**src/common/ccd_pkg.sv**
```systemverilog
// Shared constants and types for the CPU clock divider control block
package ccd_pkg;
   // Divider code field
   localparam int DIV_W = 3;
   localparam logic [2:0] DIV_MAX = 3'h4;
   localparam logic [2:0] CTRL_RESET = 3'h4;
   localparam int PHASE_W = 4;
   // Switchover latency, in instructions, when leaving the undivided code
   localparam int LAT_W = 5;
   localparam logic [4:0] LAT_BASE = 5'h10;
   // Register byte addresses on the bus
   localparam int ADDR_W = 4;
   localparam logic [3:0] ADDR_CTRL = 4'h0;
   localparam logic [3:0] ADDR_STATUS = 4'h4;
   localparam logic [3:0] ADDR_SET = 4'h8;
   localparam logic [3:0] ADDR_CLR = 4'hc;
   // Status register field positions
   localparam int ST_CODE_LSB = 0;
   localparam int ST_PEND_BIT = 3;
   localparam int ST_STAB_BIT = 4;
   localparam int ST_HALT_BIT = 5;
   localparam int ST_STOP_BIT = 6;
   localparam int ST_OSC_BIT = 7;
   // Bus responses
   localparam logic [1:0] RESP_OKAY = 2'h0;
   localparam logic [1:0] RESP_SLVERR = 2'h2;
   // Clock rate; sys_clk is the main oscillator clock itself
   localparam int CLK_MHZ = 125;
   localparam int CLK_PER_OSC = 1;
   // Oscillation stabilization wait, in main clock periods
   localparam int STAB_PERIODS = 131072;
   localparam int STAB_CYCLES = STAB_PERIODS * CLK_PER_OSC;
   localparam int STAB_W = 18;
   // Operating modes of the clock generator
   typedef enum logic [1:0] {MODE_STAB, MODE_RUN, MODE_HALT, MODE_STOP} ccd_mode_t;
endpackage

```
**src/core/ccd_divider.sv**
```systemverilog
// Phase counter that turns the main clock into CPU clock ticks
`timescale 1ns/1ps
module ccd_divider (
   input wire logic sys_clk,
   input wire logic resetn,
   input wire logic run, // Oscillator running
   input wire logic [ccd_pkg::DIV_W-1:0] code, // Active divider code
   output logic tick // Last main cycle of a CPU period
);
   logic [ccd_pkg::PHASE_W-1:0] phase; // Position inside the CPU period
   logic [ccd_pkg::PHASE_W-1:0] next_phase;
   logic [ccd_pkg::PHASE_W-1:0] mask; // Period length minus one

   // Period length from the code: 1, 2, 4, 8 or 16 main cycles
   always_comb begin
      unique case (code)
         3'h0: mask = 4'h0; // RQ1
         3'h1: mask = 4'h1; // RQ1
         3'h2: mask = 4'h3; // RQ1
         3'h3: mask = 4'h7; // RQ1
         default: mask = 4'hf; // RQ1
      endcase
   end

   // Tick only on a full period, so a new code starts on phase zero
   always_comb begin
      tick = run && (phase >= mask);
      next_phase = phase;
      if (tick) begin
         next_phase = '0; // RQ11
      end else if (run) begin
         next_phase = phase + 4'h1;
      end
   end

   // Phase register, frozen while the oscillator is stopped
   always_ff @(posedge sys_clk or negedge resetn) begin
      if (!resetn) begin
         phase <= '0;
      end else begin
         phase <= next_phase;
      end
   end
endmodule

```
**src/core/ccd_switch.sv**
```systemverilog
// Delayed switchover of the active divider code
`timescale 1ns/1ps
module ccd_switch (
   input wire logic sys_clk,
   input wire logic resetn,
   input wire logic reqValid, // New legal code written
   input wire logic [ccd_pkg::DIV_W-1:0] reqCode, // Code written
   input wire logic instrDone, // One instruction completed
   input wire logic tick, // CPU period boundary
   output logic [ccd_pkg::DIV_W-1:0] activeCode, // Code in use
   output logic pending // Switchover under way
);
   logic [ccd_pkg::DIV_W-1:0] pendCode; // Code waiting to take over
   logic [ccd_pkg::LAT_W-1:0] left; // Instructions still to run
   logic [ccd_pkg::DIV_W-1:0] next_activeCode;
   logic [ccd_pkg::DIV_W-1:0] next_pendCode;
   logic next_pending;
   logic [ccd_pkg::LAT_W-1:0] next_left;

   // Latency from the code being left; switch at a period boundary
   always_comb begin
      next_activeCode = activeCode;
      next_pendCode = pendCode;
      next_pending = pending;
      next_left = left;
      if (reqValid) begin
         // A later write restarts the wait from the code in use
         next_pendCode = reqCode;
         next_pending = 1'b1;
         next_left = ccd_pkg::LAT_BASE >> activeCode; // RQ5
      end else if (pending) begin
         if (left != '0) begin
            // Old ratio stays in force while instructions run
            if (instrDone) begin
               next_left = left - 5'h1; // RQ4
            end
         end else if (tick) begin
            next_activeCode = pendCode; // RQ11
            next_pending = 1'b0;
         end
      end
   end

   // Switchover state registers
   always_ff @(posedge sys_clk or negedge resetn) begin
      if (!resetn) begin
         activeCode <= ccd_pkg::CTRL_RESET; // RQ2
         pendCode <= ccd_pkg::CTRL_RESET;
         pending <= 1'b0;
         left <= '0;
      end else begin
         activeCode <= next_activeCode;
         pendCode <= next_pendCode;
         pending <= next_pending;
         left <= next_left;
      end
   end
endmodule

```
**src/core/ccd_top.sv**
```systemverilog
// CPU clock divider control: bus registers, standby modes, CPU clock enable
//
// How it works
// RQ1: Divider codes 0..4 give divide by 1..16.
// RQ2: Reset loads control register with 04H.
// RQ3: Software keeps control bits three to seven zero.
// RQ4: Old ratio runs on for some instructions.
// RQ5: Delay is 16,8,4,2,1 by old code.
// RQ6: Wait 2^17 main periods before CPU runs.
// RQ7: Oscillator stays off while reset is low.
// RQ8: STOP halts oscillator, CPU and peripheral clocks.
// RQ9: STOP and HALT standby states are offered.
// RQ10: Register takes single-bit and whole-byte writes.
// RQ11: Ratio changes only on a full period boundary.
//
// Chosen here: the address map and the AXI4-Lite slave port.
`timescale 1ns/1ps
module ccd_top #(
   parameter int STAB_CYCLES = ccd_pkg::STAB_CYCLES // Stabilization wait
) (
   input wire logic sys_clk, // Main oscillator clock
   input wire logic resetn, // Asynchronous reset, active low
   // AXI4-Lite write address
   input wire logic [ccd_pkg::ADDR_W-1:0] awaddr,
   input wire logic awvalid,
   output logic awready,
   // AXI4-Lite write data
   input wire logic [31:0] wdata,
   input wire logic [3:0] wstrb,
   input wire logic wvalid,
   output logic wready,
   // AXI4-Lite write response
   output logic [1:0] bresp,
   output logic bvalid,
   input wire logic bready,
   // AXI4-Lite read address
   input wire logic [ccd_pkg::ADDR_W-1:0] araddr,
   input wire logic arvalid,
   output logic arready,
   // AXI4-Lite read data
   output logic [31:0] rdata,
   output logic [1:0] rresp,
   output logic rvalid,
   input wire logic rready,
   // CPU side
   input wire logic instrDone, // One instruction completed
   input wire logic stopExec, // STOP instruction executed
   input wire logic haltExec, // HALT instruction executed
   input wire logic wakeReq, // Release from standby
   output logic oscEnable, // Main oscillator runs
   output logic cpuClkEn, // One pulse per CPU clock period
   output logic periphClkEn, // Peripheral clock running
   output logic cpuRun // CPU may fetch
);
   // Write channel state
   logic awHave; // Write address held
   logic wHave; // Write data held
   logic [ccd_pkg::ADDR_W-1:0] awAddrQ; // Held write address
   logic [31:0] wDataQ; // Held write data
   logic [3:0] wStrbQ; // Held byte strobes
   logic next_awready;
   logic next_wready;
   logic next_bvalid;
   logic [1:0] next_bresp;
   logic next_awHave;
   logic next_wHave;
   logic [ccd_pkg::ADDR_W-1:0] next_awAddrQ;
   logic [31:0] next_wDataQ;
   logic [3:0] next_wStrbQ;
   wire logic doWrite = awHave && wHave && !bvalid; // Address and data both held

   // Read channel state
   logic next_arready;
   logic next_rvalid;
   logic [31:0] next_rdata;
   logic [1:0] next_rresp;

   // Control register and request to the switchover logic
   logic [ccd_pkg::DIV_W-1:0] ctrl; // Divider field as written
   logic [ccd_pkg::DIV_W-1:0] next_ctrl;
   logic reqValid; // Legal code written
   logic next_reqValid;
   logic [ccd_pkg::DIV_W-1:0] reqCode;
   logic [ccd_pkg::DIV_W-1:0] next_reqCode;
   logic wrErr; // Write to an unmapped address

   // Mode state
   ccd_pkg::ccd_mode_t mode; // Current operating mode
   ccd_pkg::ccd_mode_t next_mode;
   logic [ccd_pkg::STAB_W-1:0] stabCnt; // Stabilization counter
   logic [ccd_pkg::STAB_W-1:0] next_stabCnt;
   logic next_oscEnable;
   logic next_cpuClkEn;
   logic next_periphClkEn;
   logic next_cpuRun;

   // Links to the submodules
   logic tick; // CPU period boundary
   logic [ccd_pkg::DIV_W-1:0] activeCode; // Code in use
   logic pending; // Switchover under way
   logic [31:0] statusWord; // Status register image

   // Write channel: address and data taken in either order
   always_comb begin
      next_awHave = awHave;
      next_wHave = wHave;
      next_awAddrQ = awAddrQ;
      next_wDataQ = wDataQ;
      next_wStrbQ = wStrbQ;
      next_bvalid = bvalid;
      next_bresp = bresp;
      if (awvalid && awready) begin
         // Address taken
         next_awHave = 1'b1;
         next_awAddrQ = awaddr;
      end
      if (wvalid && wready) begin
         // Data taken
         next_wHave = 1'b1;
         next_wDataQ = wdata;
         next_wStrbQ = wstrb;
      end
      if (doWrite) begin
         // Both held: commit and answer
         next_awHave = 1'b0;
         next_wHave = 1'b0;
         next_bvalid = 1'b1;
         next_bresp = wrErr ? ccd_pkg::RESP_SLVERR : ccd_pkg::RESP_OKAY;
      end else if (bvalid && bready) begin
         // Response accepted
         next_bvalid = 1'b0;
      end
      next_awready = !next_awHave && !next_bvalid;
      next_wready = !next_wHave && !next_bvalid;
   end

   // Write channel registers
   always_ff @(posedge sys_clk or negedge resetn) begin
      if (!resetn) begin
         awready <= 1'b0;
         wready <= 1'b0;
         bvalid <= 1'b0;
         bresp <= ccd_pkg::RESP_OKAY;
         awHave <= 1'b0;
         wHave <= 1'b0;
         awAddrQ <= '0;
         wDataQ <= '0;
         wStrbQ <= '0;
      end else begin
         awready <= next_awready;
         wready <= next_wready;
         bvalid <= next_bvalid;
         bresp <= next_bresp;
         awHave <= next_awHave;
         wHave <= next_wHave;
         awAddrQ <= next_awAddrQ;
         wDataQ <= next_wDataQ;
         wStrbQ <= next_wStrbQ;
      end
   end

   // Control register: whole write, bit set and bit clear views
   always_comb begin
      next_ctrl = ctrl;
      wrErr = 1'b0;
      unique case (awAddrQ)
         ccd_pkg::ADDR_CTRL: begin
            // Whole field write
            if (wStrbQ[0]) begin
               next_ctrl = wDataQ[ccd_pkg::DIV_W-1:0]; // RQ10
            end
         end
         ccd_pkg::ADDR_SET: begin
            // Single bits set, others kept
            if (wStrbQ[0]) begin
               next_ctrl = ctrl | wDataQ[ccd_pkg::DIV_W-1:0]; // RQ10
            end
         end
         ccd_pkg::ADDR_CLR: begin
            // Single bits cleared, others kept
            if (wStrbQ[0]) begin
               next_ctrl = ctrl & ~wDataQ[ccd_pkg::DIV_W-1:0]; // RQ10
            end
         end
         ccd_pkg::ADDR_STATUS: begin
            // Read-only; ctrl kept, but a write with wStrbQ[0] set re-requests a legal ctrl code
            next_ctrl = ctrl;
         end
         default: begin
            wrErr = 1'b1;
         end
      endcase
      if (!doWrite) begin
         next_ctrl = ctrl;
      end
      // Prohibited codes are stored but never reach the divider
      next_reqValid = doWrite && !wrErr && wStrbQ[0] && (next_ctrl <= ccd_pkg::DIV_MAX); // RQ1
      next_reqCode = next_ctrl;
   end

   // Control register state
   always_ff @(posedge sys_clk or negedge resetn) begin
      if (!resetn) begin
         ctrl <= ccd_pkg::CTRL_RESET; // RQ2
         reqValid <= 1'b0;
         reqCode <= ccd_pkg::CTRL_RESET;
      end else begin
         ctrl <= next_ctrl;
         reqValid <= next_reqValid;
         reqCode <= next_reqCode;
      end
   end

   // Status image: code in use, pending switch, mode, oscillator
   always_comb begin
      statusWord = '0;
      statusWord[ccd_pkg::ST_CODE_LSB +: ccd_pkg::DIV_W] = activeCode;
      statusWord[ccd_pkg::ST_PEND_BIT] = pending;
      statusWord[ccd_pkg::ST_STAB_BIT] = (mode == ccd_pkg::MODE_STAB);
      statusWord[ccd_pkg::ST_HALT_BIT] = (mode == ccd_pkg::MODE_HALT);
      statusWord[ccd_pkg::ST_STOP_BIT] = (mode == ccd_pkg::MODE_STOP);
      statusWord[ccd_pkg::ST_OSC_BIT] = oscEnable;
   end

   // Read channel: one read at a time, answer one cycle after the address
   always_comb begin
      next_rvalid = rvalid;
      next_rdata = rdata;
      next_rresp = rresp;
      if (arvalid && arready) begin
         next_rvalid = 1'b1;
         next_rresp = ccd_pkg::RESP_OKAY;
         unique case (araddr)
            ccd_pkg::ADDR_CTRL: next_rdata = {29'h0, ctrl};
            ccd_pkg::ADDR_STATUS: next_rdata = statusWord;
            ccd_pkg::ADDR_SET: next_rdata = '0;
            ccd_pkg::ADDR_CLR: next_rdata = '0;
            default: begin
               // Unmapped address
               next_rdata = '0;
               next_rresp = ccd_pkg::RESP_SLVERR;
            end
         endcase
      end else if (rvalid && rready) begin
         next_rvalid = 1'b0;
      end
      next_arready = !next_rvalid;
   end

   // Read channel registers
   always_ff @(posedge sys_clk or negedge resetn) begin
      if (!resetn) begin
         arready <= 1'b0;
         rvalid <= 1'b0;
         rdata <= '0;
         rresp <= ccd_pkg::RESP_OKAY;
      end else begin
         arready <= next_arready;
         rvalid <= next_rvalid;
         rdata <= next_rdata;
         rresp <= next_rresp;
      end
   end

   // Mode sequencing: stabilization, run and the two standby states
   always_comb begin
      next_mode = mode;
      next_stabCnt = stabCnt;
      next_oscEnable = oscEnable;
      unique case (mode)
         ccd_pkg::MODE_STAB: begin
            // Oscillator starts, CPU waits for the count
            next_oscEnable = 1'b1;
            if (oscEnable) begin
               if (stabCnt == ccd_pkg::STAB_W'(STAB_CYCLES - 1)) begin
                  next_mode = ccd_pkg::MODE_RUN; // RQ6
                  next_stabCnt = '0;
               end else begin
                  next_stabCnt = stabCnt + 18'h1; // RQ6
               end
            end
         end
         ccd_pkg::MODE_RUN: begin
            // STOP wins if both standby requests arrive together
            if (stopExec) begin
               next_mode = ccd_pkg::MODE_STOP; // RQ9
               next_oscEnable = 1'b0; // RQ8
            end else if (haltExec) begin
               next_mode = ccd_pkg::MODE_HALT; // RQ9
            end
         end
         ccd_pkg::MODE_HALT: begin
            // Oscillator and peripherals keep running
            if (wakeReq) begin
               next_mode = ccd_pkg::MODE_RUN;
            end
         end
         ccd_pkg::MODE_STOP: begin
            // Restart needs a fresh stabilization wait
            if (wakeReq) begin
               next_mode = ccd_pkg::MODE_STAB;
               next_stabCnt = '0;
            end
         end
      endcase
      next_cpuRun = (next_mode == ccd_pkg::MODE_RUN);
      next_cpuClkEn = tick && (mode == ccd_pkg::MODE_RUN);
      next_periphClkEn = (next_mode == ccd_pkg::MODE_RUN) || (next_mode == ccd_pkg::MODE_HALT); // RQ8
   end

   // Mode registers; oscillator held off throughout reset
   always_ff @(posedge sys_clk or negedge resetn) begin
      if (!resetn) begin
         mode <= ccd_pkg::MODE_STAB;
         stabCnt <= '0;
         oscEnable <= 1'b0; // RQ7
         cpuClkEn <= 1'b0;
         periphClkEn <= 1'b0;
         cpuRun <= 1'b0;
      end else begin
         mode <= next_mode;
         stabCnt <= next_stabCnt;
         oscEnable <= next_oscEnable;
         cpuClkEn <= next_cpuClkEn;
         periphClkEn <= next_periphClkEn;
         cpuRun <= next_cpuRun;
      end
   end

   // CPU period counter, stopped with the oscillator
   ccd_divider u_divider (
      .sys_clk(sys_clk),
      .resetn(resetn),
      .run(oscEnable),
      .code(activeCode),
      .tick(tick)
   );

   // Instruction-counted switchover of the code in use
   ccd_switch u_switch (
      .sys_clk(sys_clk),
      .resetn(resetn),
      .reqValid(reqValid),
      .reqCode(reqCode),
      .instrDone(instrDone),
      .tick(tick),
      .activeCode(activeCode),
      .pending(pending)
   );
endmodule

```
**config.mk**
```make
export PLATFORM = sky130hd
export DESIGN_NAME = ccd_top
export DESIGN_NICKNAME = d
export VERILOG_FILES = /design/src/common/ccd_pkg.sv /design/src/core/ccd_divider.sv /design/src/core/ccd_switch.sv /design/src/core/ccd_top.sv
export SDC_FILE = /design/constraint.sdc
export NUM_CORES = 1
export LEC_CHECK = 0
export ABC_CLOCK_PERIOD_IN_PS = 4350
export BUFFER_PORTS_ARGS = -buffer_cell sky130_fd_sc_hd__buf_4
export CORE_MARGIN = 4
export CORE_UTILIZATION = 35
export CTS_BUF_LIST = sky130_fd_sc_hd__clkbuf_2 sky130_fd_sc_hd__clkbuf_4 sky130_fd_sc_hd__clkbuf_8
export DETAILED_ROUTE_END_ITERATION = 10
export GPL_ROUTABILITY_DRIVEN = 1
export PLACE_DENSITY_LB_ADDON = 0.25
export SLEW_MARGIN = 20
export SYNTH_ARGS = -nofsm -noshare
export SYNTH_HDL_FRONTEND = slang
export SYNTH_HIERARCHICAL = 1
export SYNTH_SLANG_ARGS = --single-unit
```
**constraint.sdc**
```tcl
create_clock -name sys_clk -period 4.35 [get_ports sys_clk]
set_clock_uncertainty 0.05 [all_clocks]
set_input_delay 0.6525 -clock sys_clk [delete_from_list [all_inputs] [get_ports sys_clk]]
set_output_delay 0.6525 -clock sys_clk [all_outputs]
set_load 0.05 [all_outputs]
```
[Word level (Yosys, flattened, before mapping)]
Cells that the tools add are included.
Word-level totals
  flip-flop bits (word level): 95
  input bits: 55
  output and inout port bits: 45
  logic and storage cells: 132
Operators by class
  add/sub/neg operators: 3
  $lt $le $gt $ge: 2
  equal/unequal tests: 18
  shift-type cells: 1
  muxes and demuxes: 40
  bitwise logic cells: 5
  reductions and logical operators: 37
Operators by type and width (number)
  $mux W18: 3
  $pmux W18 S2: 1
  $mux W5: 4
  $add A18 B1 Y18 const B: 1
  $eq A18 B17 Y1 const B: 1
  $eq A4 B4 Y1 const B: 4
  $mux W2: 8
  $pmux W4 S4: 1
  $pmux W8 S2: 1
  $logic_and A1 B1 Y1: 14
  $mux W1: 13
  $mux W3: 4
  $reduce_bool A2 Y1: 6
  $pmux W3 S3: 1
  $eq A4 B3 Y1 const B: 2
  $logic_not A4 Y1: 2
  $mux W4: 2
  $pmux W2 S4: 1
  $reduce_or A4 Y1: 2
  $eq A2 B2 Y1 const B: 3
  $eq A3 B2 Y1 const B: 2
  $ne A2 B2 Y1 const B: 3
  $reduce_and A3 Y1: 2
  $logic_not A1 Y1: 5
  other kinds (18): 20

[Depth between registers and ports, before layout]
Gate-level depths: netlist of run 1.
  depth after elaboration: 8
  mapped depth: 8
  gate-level depth less buffers: 8

[By module]
Netlist of run 1, hierarchy kept.
Modules (own cells, without submodules)
  ccd_top: instances 1, cells an instance 268, area an instance 2698.8 sq um, sequential area each 1327.5 sq um
  ccd_switch: instances 1, cells an instance 51, area an instance 630.6 sq um, sequential area each 302.8 sq um
  ccd_divider: instances 1, cells an instance 34, area an instance 309.0 sq um, sequential area each 100.1 sq um

[Least setup slack after synthesis of run 1]
Ideal clock, no wire load.
  path kind: reg-to-reg
  start point: reg u_switch/activeCode[1] (netlist name)
  end point: reg u_switch/activeCode[0] (netlist name)
  data arrival time: 2.015 ns
  required time: 4.175 ns
  path slack: 2.160 ns
  stages on the path, launching flop included: 8
  path buffers: 0
  period minus slack after synthesis: 2.190 ns
  cells stage by stage: dfrtp_1 or3_1 ha_1 nor3b_2 o21ai_2 and2_1 nand4_4 mux2_4
On the way
  longest elaborated chain between the ends: 5
  elaborated cells on any way between the ends: 8
  those cells by class: order compare (1); eq/ne (3); mux (1); reduce/logical (3)
RTL lines
  from (decl): RTL line ccd_switch.sv:10  | output logic [ccd_pkg::DIV_W-1:0] activeCode,
  from (signal assigned): RTL line ccd_switch.sv:47  | activeCode <= ccd_pkg::CTRL_RESET;
  from (signal assigned): RTL line ccd_switch.sv:52  | activeCode <= next_activeCode;
  $eq A3 B2 Y1, or another cell as far along: RTL line ccd_divider.sv:16  | unique case (code)
  $pmux W4 S4 *: RTL line ccd_divider.sv:16
  $ge A4 B4 Y1 *: RTL line ccd_divider.sv:27  | tick = run && (phase >= mask);
  $logic_and A1 B1 Y1 *: RTL line ccd_divider.sv:27
  named net tick: RTL line ccd_top.sv:98  | logic tick;
  $reduce_and A4 Y1 (no source line) *
Mark *: on every way through the listed nets, which the timed path passes. The rest lies on a longest branch.
A chain may end at the register's enable or synchronous reset.

[Worst setup path after layout of run 1]
  start point: reg u_switch/activeCode[1] (netlist name)
  end point: reg u_switch/activeCode[1] (netlist name)
Same word-level chain as after synthesis.

==> summary.md, run 1 <==
| Metric | Value |
|---|---|
| Sw frac | `0.423` |
| Clock Path Buffers | `2` |
| FF+latch count, synth | `69` |
| CTS Buf Count | `9` |
| WP data arrival | `2.55 ns` |
| Max-slew headroom | `0.424` |
| Minimum clock period | `2.37 ns` |
| Htree depth | `3` |
| RR Startpoint | `u_switch/activeCode[1]` |
| Worst r2r dst | `u_switch/activeCode[1]` |
| Synth top area share | `0.454` |
| Input/output buffers | `41` |
| GRT Overall Usage | `0.129` |
| Most frequent cell after synthesis | `dfrtp_1` |
| Pwr Density | `683 mW/mm^2` |
| Slew Viols, Final | `0` |
| R2R cell count | `7` |
| Status | `finished, final reports clean` |
| Yosys warns | `6` |
| Worst-Skew Late Latency | `0.34 ns` |
| # diodes | `0` |
| Setup Fix Bufs, Post-CTS | `0` |
| Avg WL per Cell | `13.8 um` |
| Total Neg Setup Slack | `0 ns` |
| Post-Syn Area per Cell | `10.3 um^2` |
| Final Hold Fails | `0` |
| Vias per cell | `5.04` |
| Router iterations before antenna repair | `4` |
| GPL Wtd Cong | `0.780` |
| Die width | `110 um` |
| Worst reg2reg setup slack | `1.98 ns` |
| Peak VDD IR | `0.000259 V` |
| Share of cells above drive strength 1 | `0.241` |
| Synth async-reset ratio | `1.00` |
| Reg power frac | `0.400` |
| Core Region | `0.00995 mm^2` |
| Cell area after synthesis | `0.00364 mm^2` |
| EDFF count, synth | `0` |
| Req. time, crit path | `4.53 ns` |
| Synth cell count leaders | `66 x dfrtp_1, 31 x nand2_1, 27 x buf_4, 21 x inv_1, 21 x nor2_1` |
| First-pass GRT wire length | `12400 um` |
| Fillcell total | `971` |
| CP top delay family | `simple AND/OR/NAND/NOR gates` |
| Main synth FF type | `dfrtp_1` |
| Maxcap violations | `0` |
| Top post-synthesis cells by area | `dfrtp_1 45%, buf_4 5.6%, mux2_2 3.4%` |
| Largest net degree at the start of global routing | `70` |
| Crit Path Class | `reg2reg` |
| Startpoint Class | `flop` |
| Final Non-Filler Cells | `535` |
| Post-cts sizing count | `0` |
| Starting Density | `0.366` |
| Iteration-0 DRC Markers | `78` |
| Count of cell types in the netlist | `56` |
| Cell taking the most area after synthesis | `dfrtp_1` |
| Initial antenna violation count | `0` |
| I/O Pins | `100` |
| Combinational power share | `0.397` |
| Crit-path cells | `or3_1 -> ha_1 -> nor3b_2 -> o21ai_2 -> and2_1 -> nand4_4 -> mux2_4` |
| Clock sinks | `69` |
| Via count | `2695` |
| RSZ-0062 raised after global routing | `no` |
| TritonCTS clock tree | `done` |
| Post-route DRC | `0` |
| Die area | `0.0121 mm^2` |
| Post-route ant nets | `0` |
| Crit-path max FO | `9` |
| Worst Path Buf+Inv | `0` |
| Crit end category | `flop` |
| Hold buffers post-CTS | `0` |
| Slowest stage cell, crit path | `dfrtp_1` |
| Die H | `110 um` |
| Final nets | `460` |
| Final period util | `0.546` |
| Clk root buf | `clkbuf_8` |
| Hold WC Path Type | `in2async` |
| Internal Power | `1.66 mW` |
| Hpwl dp | `5330 um` |
| Total Routed Length | `7370 um` |
| Leak pwr | `1.89 nW` |
| Placed cells | `519` |
| Register area share after synthesis | `0.476` |
| Least-Margin Pin Slew | `0.864 ns` |
| Row cnt | `36` |
| Vias in the first global route | `2598` |
| CP max stage delay | `0.47 ns` |
| Clock power share | `0.203` |
| Net Sw Power | `1.22 mW` |
| Highest clock rate | `421 MHz` |
| Worst-path clk slew | `0.08 ns` |
| Final setup vio count | `0` |
| Synthesis-to-layout area growth | `15.6%` |
| Synth Instances | `353` |
| End-of-flow core utilization | `0.423` |
| GRT overflow | `0` |
worst max-delay path by stage:
stage	depth (start not counted)	end	start	slack, ns
final	7	u_switch/activeCode[1]	u_switch/activeCode[1]	1.98
after global routing	8	periphClkEn	stabCnt[0]	1.77
after CTS	7	u_switch/activeCode[1]	u_switch/activeCode[1]	1.96
after detailed placement	7	u_switch/activeCode[1]	u_switch/activeCode[1]	1.97
after global placement	7	u_switch/activeCode[1]	u_switch/activeCode[1]	1.98
after floorplan	7	u_switch/activeCode[0]	u_switch/activeCode[1]	2.16
metal layers:
| layer | routed length, um | global-route usage | vias up |
|---|---|---|---|
| met2 | 3410 | 0.203 | 72 |
| met1 | 3510 | 0.175 | 1297 |
| met4 | 113 | 0.0499 | 0 |
| met5 | 0 | 0 | - |
| li1 | - | - | 1318 |
| met3 | 338 | 0.0270 | 8 |
registers in the layout (all words and copies together), names as in the netlist, 2 cells and up:
register and flops:
u_divider/phase 4, rdata 8, wDataQ 3, stabCnt 18, u_switch/left 5, awAddrQ 4, reqCode 3, mode 2
u_switch/activeCode 3, u_switch/pendCode 3
stage by stage:
step | hold WS, ns | worst slack [ns] | total power, mW | cell area (um^2)
floorplan | 0.307 | 2.16 | 2.01 | 3730
global placement | 0.415 | 1.98 | 2.27 | 3980
detailed placement | 0.424 | 1.97 | 2.31 | 3980
CTS | 0.405 | 1.96 | 2.91 | 4210
global route | 0.424 | 1.77 | 3.09 | 4210
finish | 0.348 | 1.98 | 2.87 | 4210
placed cells by master, fill, tap and decap left out, drive strengths merged, types with 2 or more instances in the layout:
cell type,netlist,final
clkbuf,4,10
o31ai,7,7
a21oi,19,19
nor3,4,4
dfrtp,66,66
and3,2,2
o221ai,2,2
and2,4,4
o21ai,23,23
buf,29,41
or2,4,4
nor4b,2,2
nand4,7,7
o41ai,2,2
a211oi,2,2
a22o,5,5
inv,21,21
a21o,2,2
o311ai,4,4
ha,8,8
nor2b,5,5
nand3,18,18
or4,2,2
nor2,21,21
mux2i,5,5
conb,1,26
or3,5,5
nor3b,4,4
o211ai,4,4
nand3b,2,2
and4,2,2
dfstp,3,3
clkinv,0,3
a31oi,4,4
nand2,31,31
mux2,14,14
bufinv,0,2
nor4,2,2
o22ai,3,3
cells by family (layout without fill, tap and decap cells):
kind of cell	after synthesis	count (layout)	synth area share
compound gates	83	83	0.160
other cells	1	26	0.00103
fa+ha+maj	8	8	0.0275
buf+inv	54	78	0.0842
flops	69	69	0.476
simple gates	119	119	0.192
mux	19	19	0.0602
area by class of cell:
type                    count  area [um^2]  share of cell area
clock buffers              10          138              0.0327
flip-flops and latches     69         1730               0.411
multi-input cells         255         1700               0.404
repair buffers             41          308              0.0732
well taps                 133          166              0.0396
clock inverters             6         86.3              0.0205
inverters                  21         78.8              0.0187
worst register-to-register path, cell delays in order, from the launching register on:
cell and delay (ns):
dfrtp_1 0.47, or3_1 0.40, ha_1 0.29, nor3b_2 0.05, o21ai_2 0.26, and2_1 0.27
nand4_4 0.15, mux2_4 0.32
power by group through the flow:
stage | registers, mW | clock network [mW] | logic (mW)
finish | 1.15 | 0.583 | 1.14
floorplan | 1.21 | 0 | 0.795
detailed placement | 1.16 | 0 | 1.15
CTS | 1.15 | 0.602 | 1.16
global placement | 1.15 | 0 | 1.12
global route | 1.19 | 0.634 | 1.27
Power figures use the tool's default switching activity.
==> run 2: changes to the inputs <==
--- a/config.mk
+++ b/config.mk
@@ -5,7 +5,8 @@
 export SDC_FILE = /design/constraint.sdc
 export NUM_CORES = 1
 export LEC_CHECK = 0
-export ABC_CLOCK_PERIOD_IN_PS = 4350
+export ABC_AREA = 1
+export ABC_CLOCK_PERIOD_IN_PS = 2100
 export BUFFER_PORTS_ARGS = -buffer_cell sky130_fd_sc_hd__buf_4
 export CORE_MARGIN = 4
 export CORE_UTILIZATION = 35
==> constraint.sdc (replaced) <==
create_clock -name sys_clk -period 2.1 [get_ports sys_clk]
set_clock_uncertainty 0.05 [all_clocks]
set_input_delay 0.315 -clock sys_clk [delete_from_list [all_inputs] [get_ports sys_clk]]
set_output_delay 0.315 -clock sys_clk [all_outputs]
set_load 0.05 [all_outputs]
==> summary.md, run 2 <==
| Metric | Value |
|---|---|
| Vias per cell | `4.52` |
| RSZ-0062 raised after global routing | `no` |
| EDFF count, synth | `0` |
| Reg area | `0.00173 mm^2` |
| Pwr Density | `1300 mW/mm^2` |
| I/O Pins | `100` |
| Minimum clock period | `1.89 ns` |
| Max reg flops | `18` |
| Reg with most FFs | `stabCnt` |
| Total Neg Setup Slack | `0 ns` |
| Die area | `0.0127 mm^2` |
| TritonCTS clock tree | `done` |
| Via count | `3067` |
| FF+latch count, synth | `69` |
| Synth async-reset ratio | `1.00` |
| Clock sinks | `69` |
| Initial antenna violation count | `0` |
| GRT overflow | `0` |
| Largest regs | `stabCnt (18), rdata (8), u_switch/left (5)` |
| Area occupied by multi-input gates | `0.00171 mm^2` |
| Register area share after synthesis | `0.453` |
| Router iterations before antenna repair | `6` |
| WP data arrival | `2.06 ns` |
| Synth top area share | `0.432` |
| Iteration-0 DRC Markers | `121` |
| GR Util met2 | `0.207` |
| GPL Wtd Cong | `0.817` |
| Peak VDD IR | `0.000686 V` |
| Core Region | `0.0105 mm^2` |
| Final period util | `0.899` |
| Share of cells above drive strength 1 | `0.175` |
| Worst-path clk slew | `0.07 ns` |
| Hold WC Path Type | `in2reg` |
| Die H | `112 um` |
| First-pass GRT wire length | `13800 um` |
| Total Power | `5.81 mW` |
| Crit end category | `flop` |
| Met1 Usage GRT | `0.173` |
| Maxcap violations | `0` |
| GRT Overall Usage | `0.132` |
| Yosys warns | `6` |
| Vias in the first global route | `3002` |
| Hold Worst Slack | `0.115 ns` |
| Row cnt | `37` |
| Clk root buf | `clkbuf_8` |
| Hpwl dp | `5880 um` |
| Most frequent cell after synthesis | `nand2_1` |
| CTS Buf Count | `9` |
| Met3 Use GR | `0.0474` |
| Top post-synthesis cells by area | `dfrtp_1 43%, nand2_1 13%, inv_1 6.3%` |
| Cell taking the most area after synthesis | `dfrtp_1` |
| Worst-Skew Late Latency | `0.35 ns` |
| Gr busiest metal | `met2` |
| Synth Instances | `483` |
| Fillcell total | `1082` |
| Input/output buffers | `41` |
| Highest clock rate | `530 MHz` |
| Largest net degree at the start of global routing | `39` |
| Startpoint Class | `flop` |
| Htree depth | `3` |
| Clock Path Buffers | `2` |
| Count of cell types in the netlist | `39` |
| Starting Density | `0.365` |
| Final Cell Area | `0.00446 mm^2` |
| Synth cell count leaders | `133 x nand2_1, 66 x dfrtp_1, 64 x inv_1, 52 x nor2_1, 28 x nand3_1` |
| Avg WL per Cell | `11.7 um` |
| Crit Path Class | `reg2reg` |
| End-of-flow core utilization | `0.426` |
| # diodes | `0` |
| Req. time, crit path | `2.27 ns` |
| Final Hold Fails | `0` |
| Main synth FF type | `dfrtp_1` |
| Slew Viols, Final | `0` |
| Most frequent cells in the layout | `133 x nand2_1, 65 x dfrtp_1, 63 x inv_1` |
| Die width | `112 um` |
| Post-route DRC | `0` |
| Cell area after synthesis | `0.00382 mm^2` |
| Commonest non-fill, non-tap cell in the layout | `nand2_1` |
| Synthesis-to-layout area growth | `16.7%` |
| Leak pwr | `2.27 nW` |
| Final nets | `601` |
| Placed Instance Area | `0.00421 mm^2` |
| Post-route ant nets | `0` |
| Post-Syn Area per Cell | `7.91 um^2` |
| Crit-path max FO | `5` |
| Status | `finished, final reports clean` |
| Total Routed Length | `7940 um` |
| Final setup vio count | `0` |
## run 2: cell types whose count changed in the layout (fill, tap and decap cells not counted), moves of 7 or more
cell	previous run	this run
nand2_1	31	133
mux2_2	11	0
nor2_4	0	7
nor2_1	21	52
nand3_1	18	28
o21ai_0	20	27
a21oi_1	18	11
inv_1	21	63
## run 2: final cells by class
type | instances | area share
Clock inverter | 3 | 0.00954
Multi-Input combinational cell | 342 | 0.383
Clock buffer | 13 | 0.0387
Sequential cell | 69 | 0.388
Inverter | 67 | 0.0569
Tap cell | 136 | 0.0381
Timing Repair Buffer | 49 | 0.0858
## run 2: logic make-up (layout without fill, tap and decap cells)
| family | count (synthesis) | count (layout) | synth area share |
|---|---|---|---|
| AO/OA/AOI/OAI | 54 | 54 | 0.0838 |
| other | 1 | 26 | 0.000981 |
| XOR/XNOR | 9 | 9 | 0.0206 |
| adder cells (fa/ha/maj) | 8 | 8 | 0.0262 |
| flip-flops | 69 | 69 | 0.453 |
| buffers and inverters | 97 | 132 | 0.126 |
| AND/OR/NAND/NOR | 245 | 245 | 0.289 |
## run 2: report_power, final
group | total [mW] | switching [mW] | internal (mW)
clock network | 1.17 | 0.510 | 0.658
logic | 2.50 | 1.74 | 0.766
registers | 2.14 | 0.375 | 1.76
## run 2: worst paths after layout
check | end | startpoint | slack [ns] | cells after the start
max | u_switch/activeCode[1] | u_switch/activeCode[0] | 0.21 | 14
min | wDataQ[1] | wdata[1] | 0.12 | 3
max reg2reg | u_switch/activeCode[1] | u_switch/activeCode[0] | 0.21 | 14
min reg2reg | u_switch/pendCode[2] | reqCode[2] | 0.41 | 2
max in group asynchronous | reqCode[2] | resetn | 0.96 | 3
min in group asynchronous | u_switch/left[2] | resetn | 0.41 | 2
## run 2: critical path, cell delays in order, from the launching register on
cell and delay, ns:
dfrtp_2 0.44, nor2_1 0.09, nand2_1 0.06, ha_1 0.26, inv_1 0.03, nand2_1 0.04, nand2_1 0.04, nand2_1 0.05
nand2_1 0.08, nand2_1 0.11, nand2_1 0.07, inv_2 0.09, nand2_1 0.08, o21ai_0 0.20, nand2_1 0.08
## run 2: routing by layer
metal  vias up  routed length (um)
met5         -                   0
met4         0                 115
met3        13                 455
met2        64                3540
met1      1408                3830
li1       1582                   -
## run 2: through the flow
stage          setup WS [ns]  cells
2_1_floorplan          0.366    508
3_3_place_gp           0.149    660
3_5_place_dp           0.120    660
4_1_cts                0.110    677
5_1_grt              0.00744    679
6_report               0.212    679
## run 2: repair_timing
action                                  in CTS  in global routing
resized for setup                            0                  3
setup buffers                                0                  2
endpoints found under the setup margin       0                  4
hold buffers                                 1                  0
endpoints found under the hold margin       30                  0
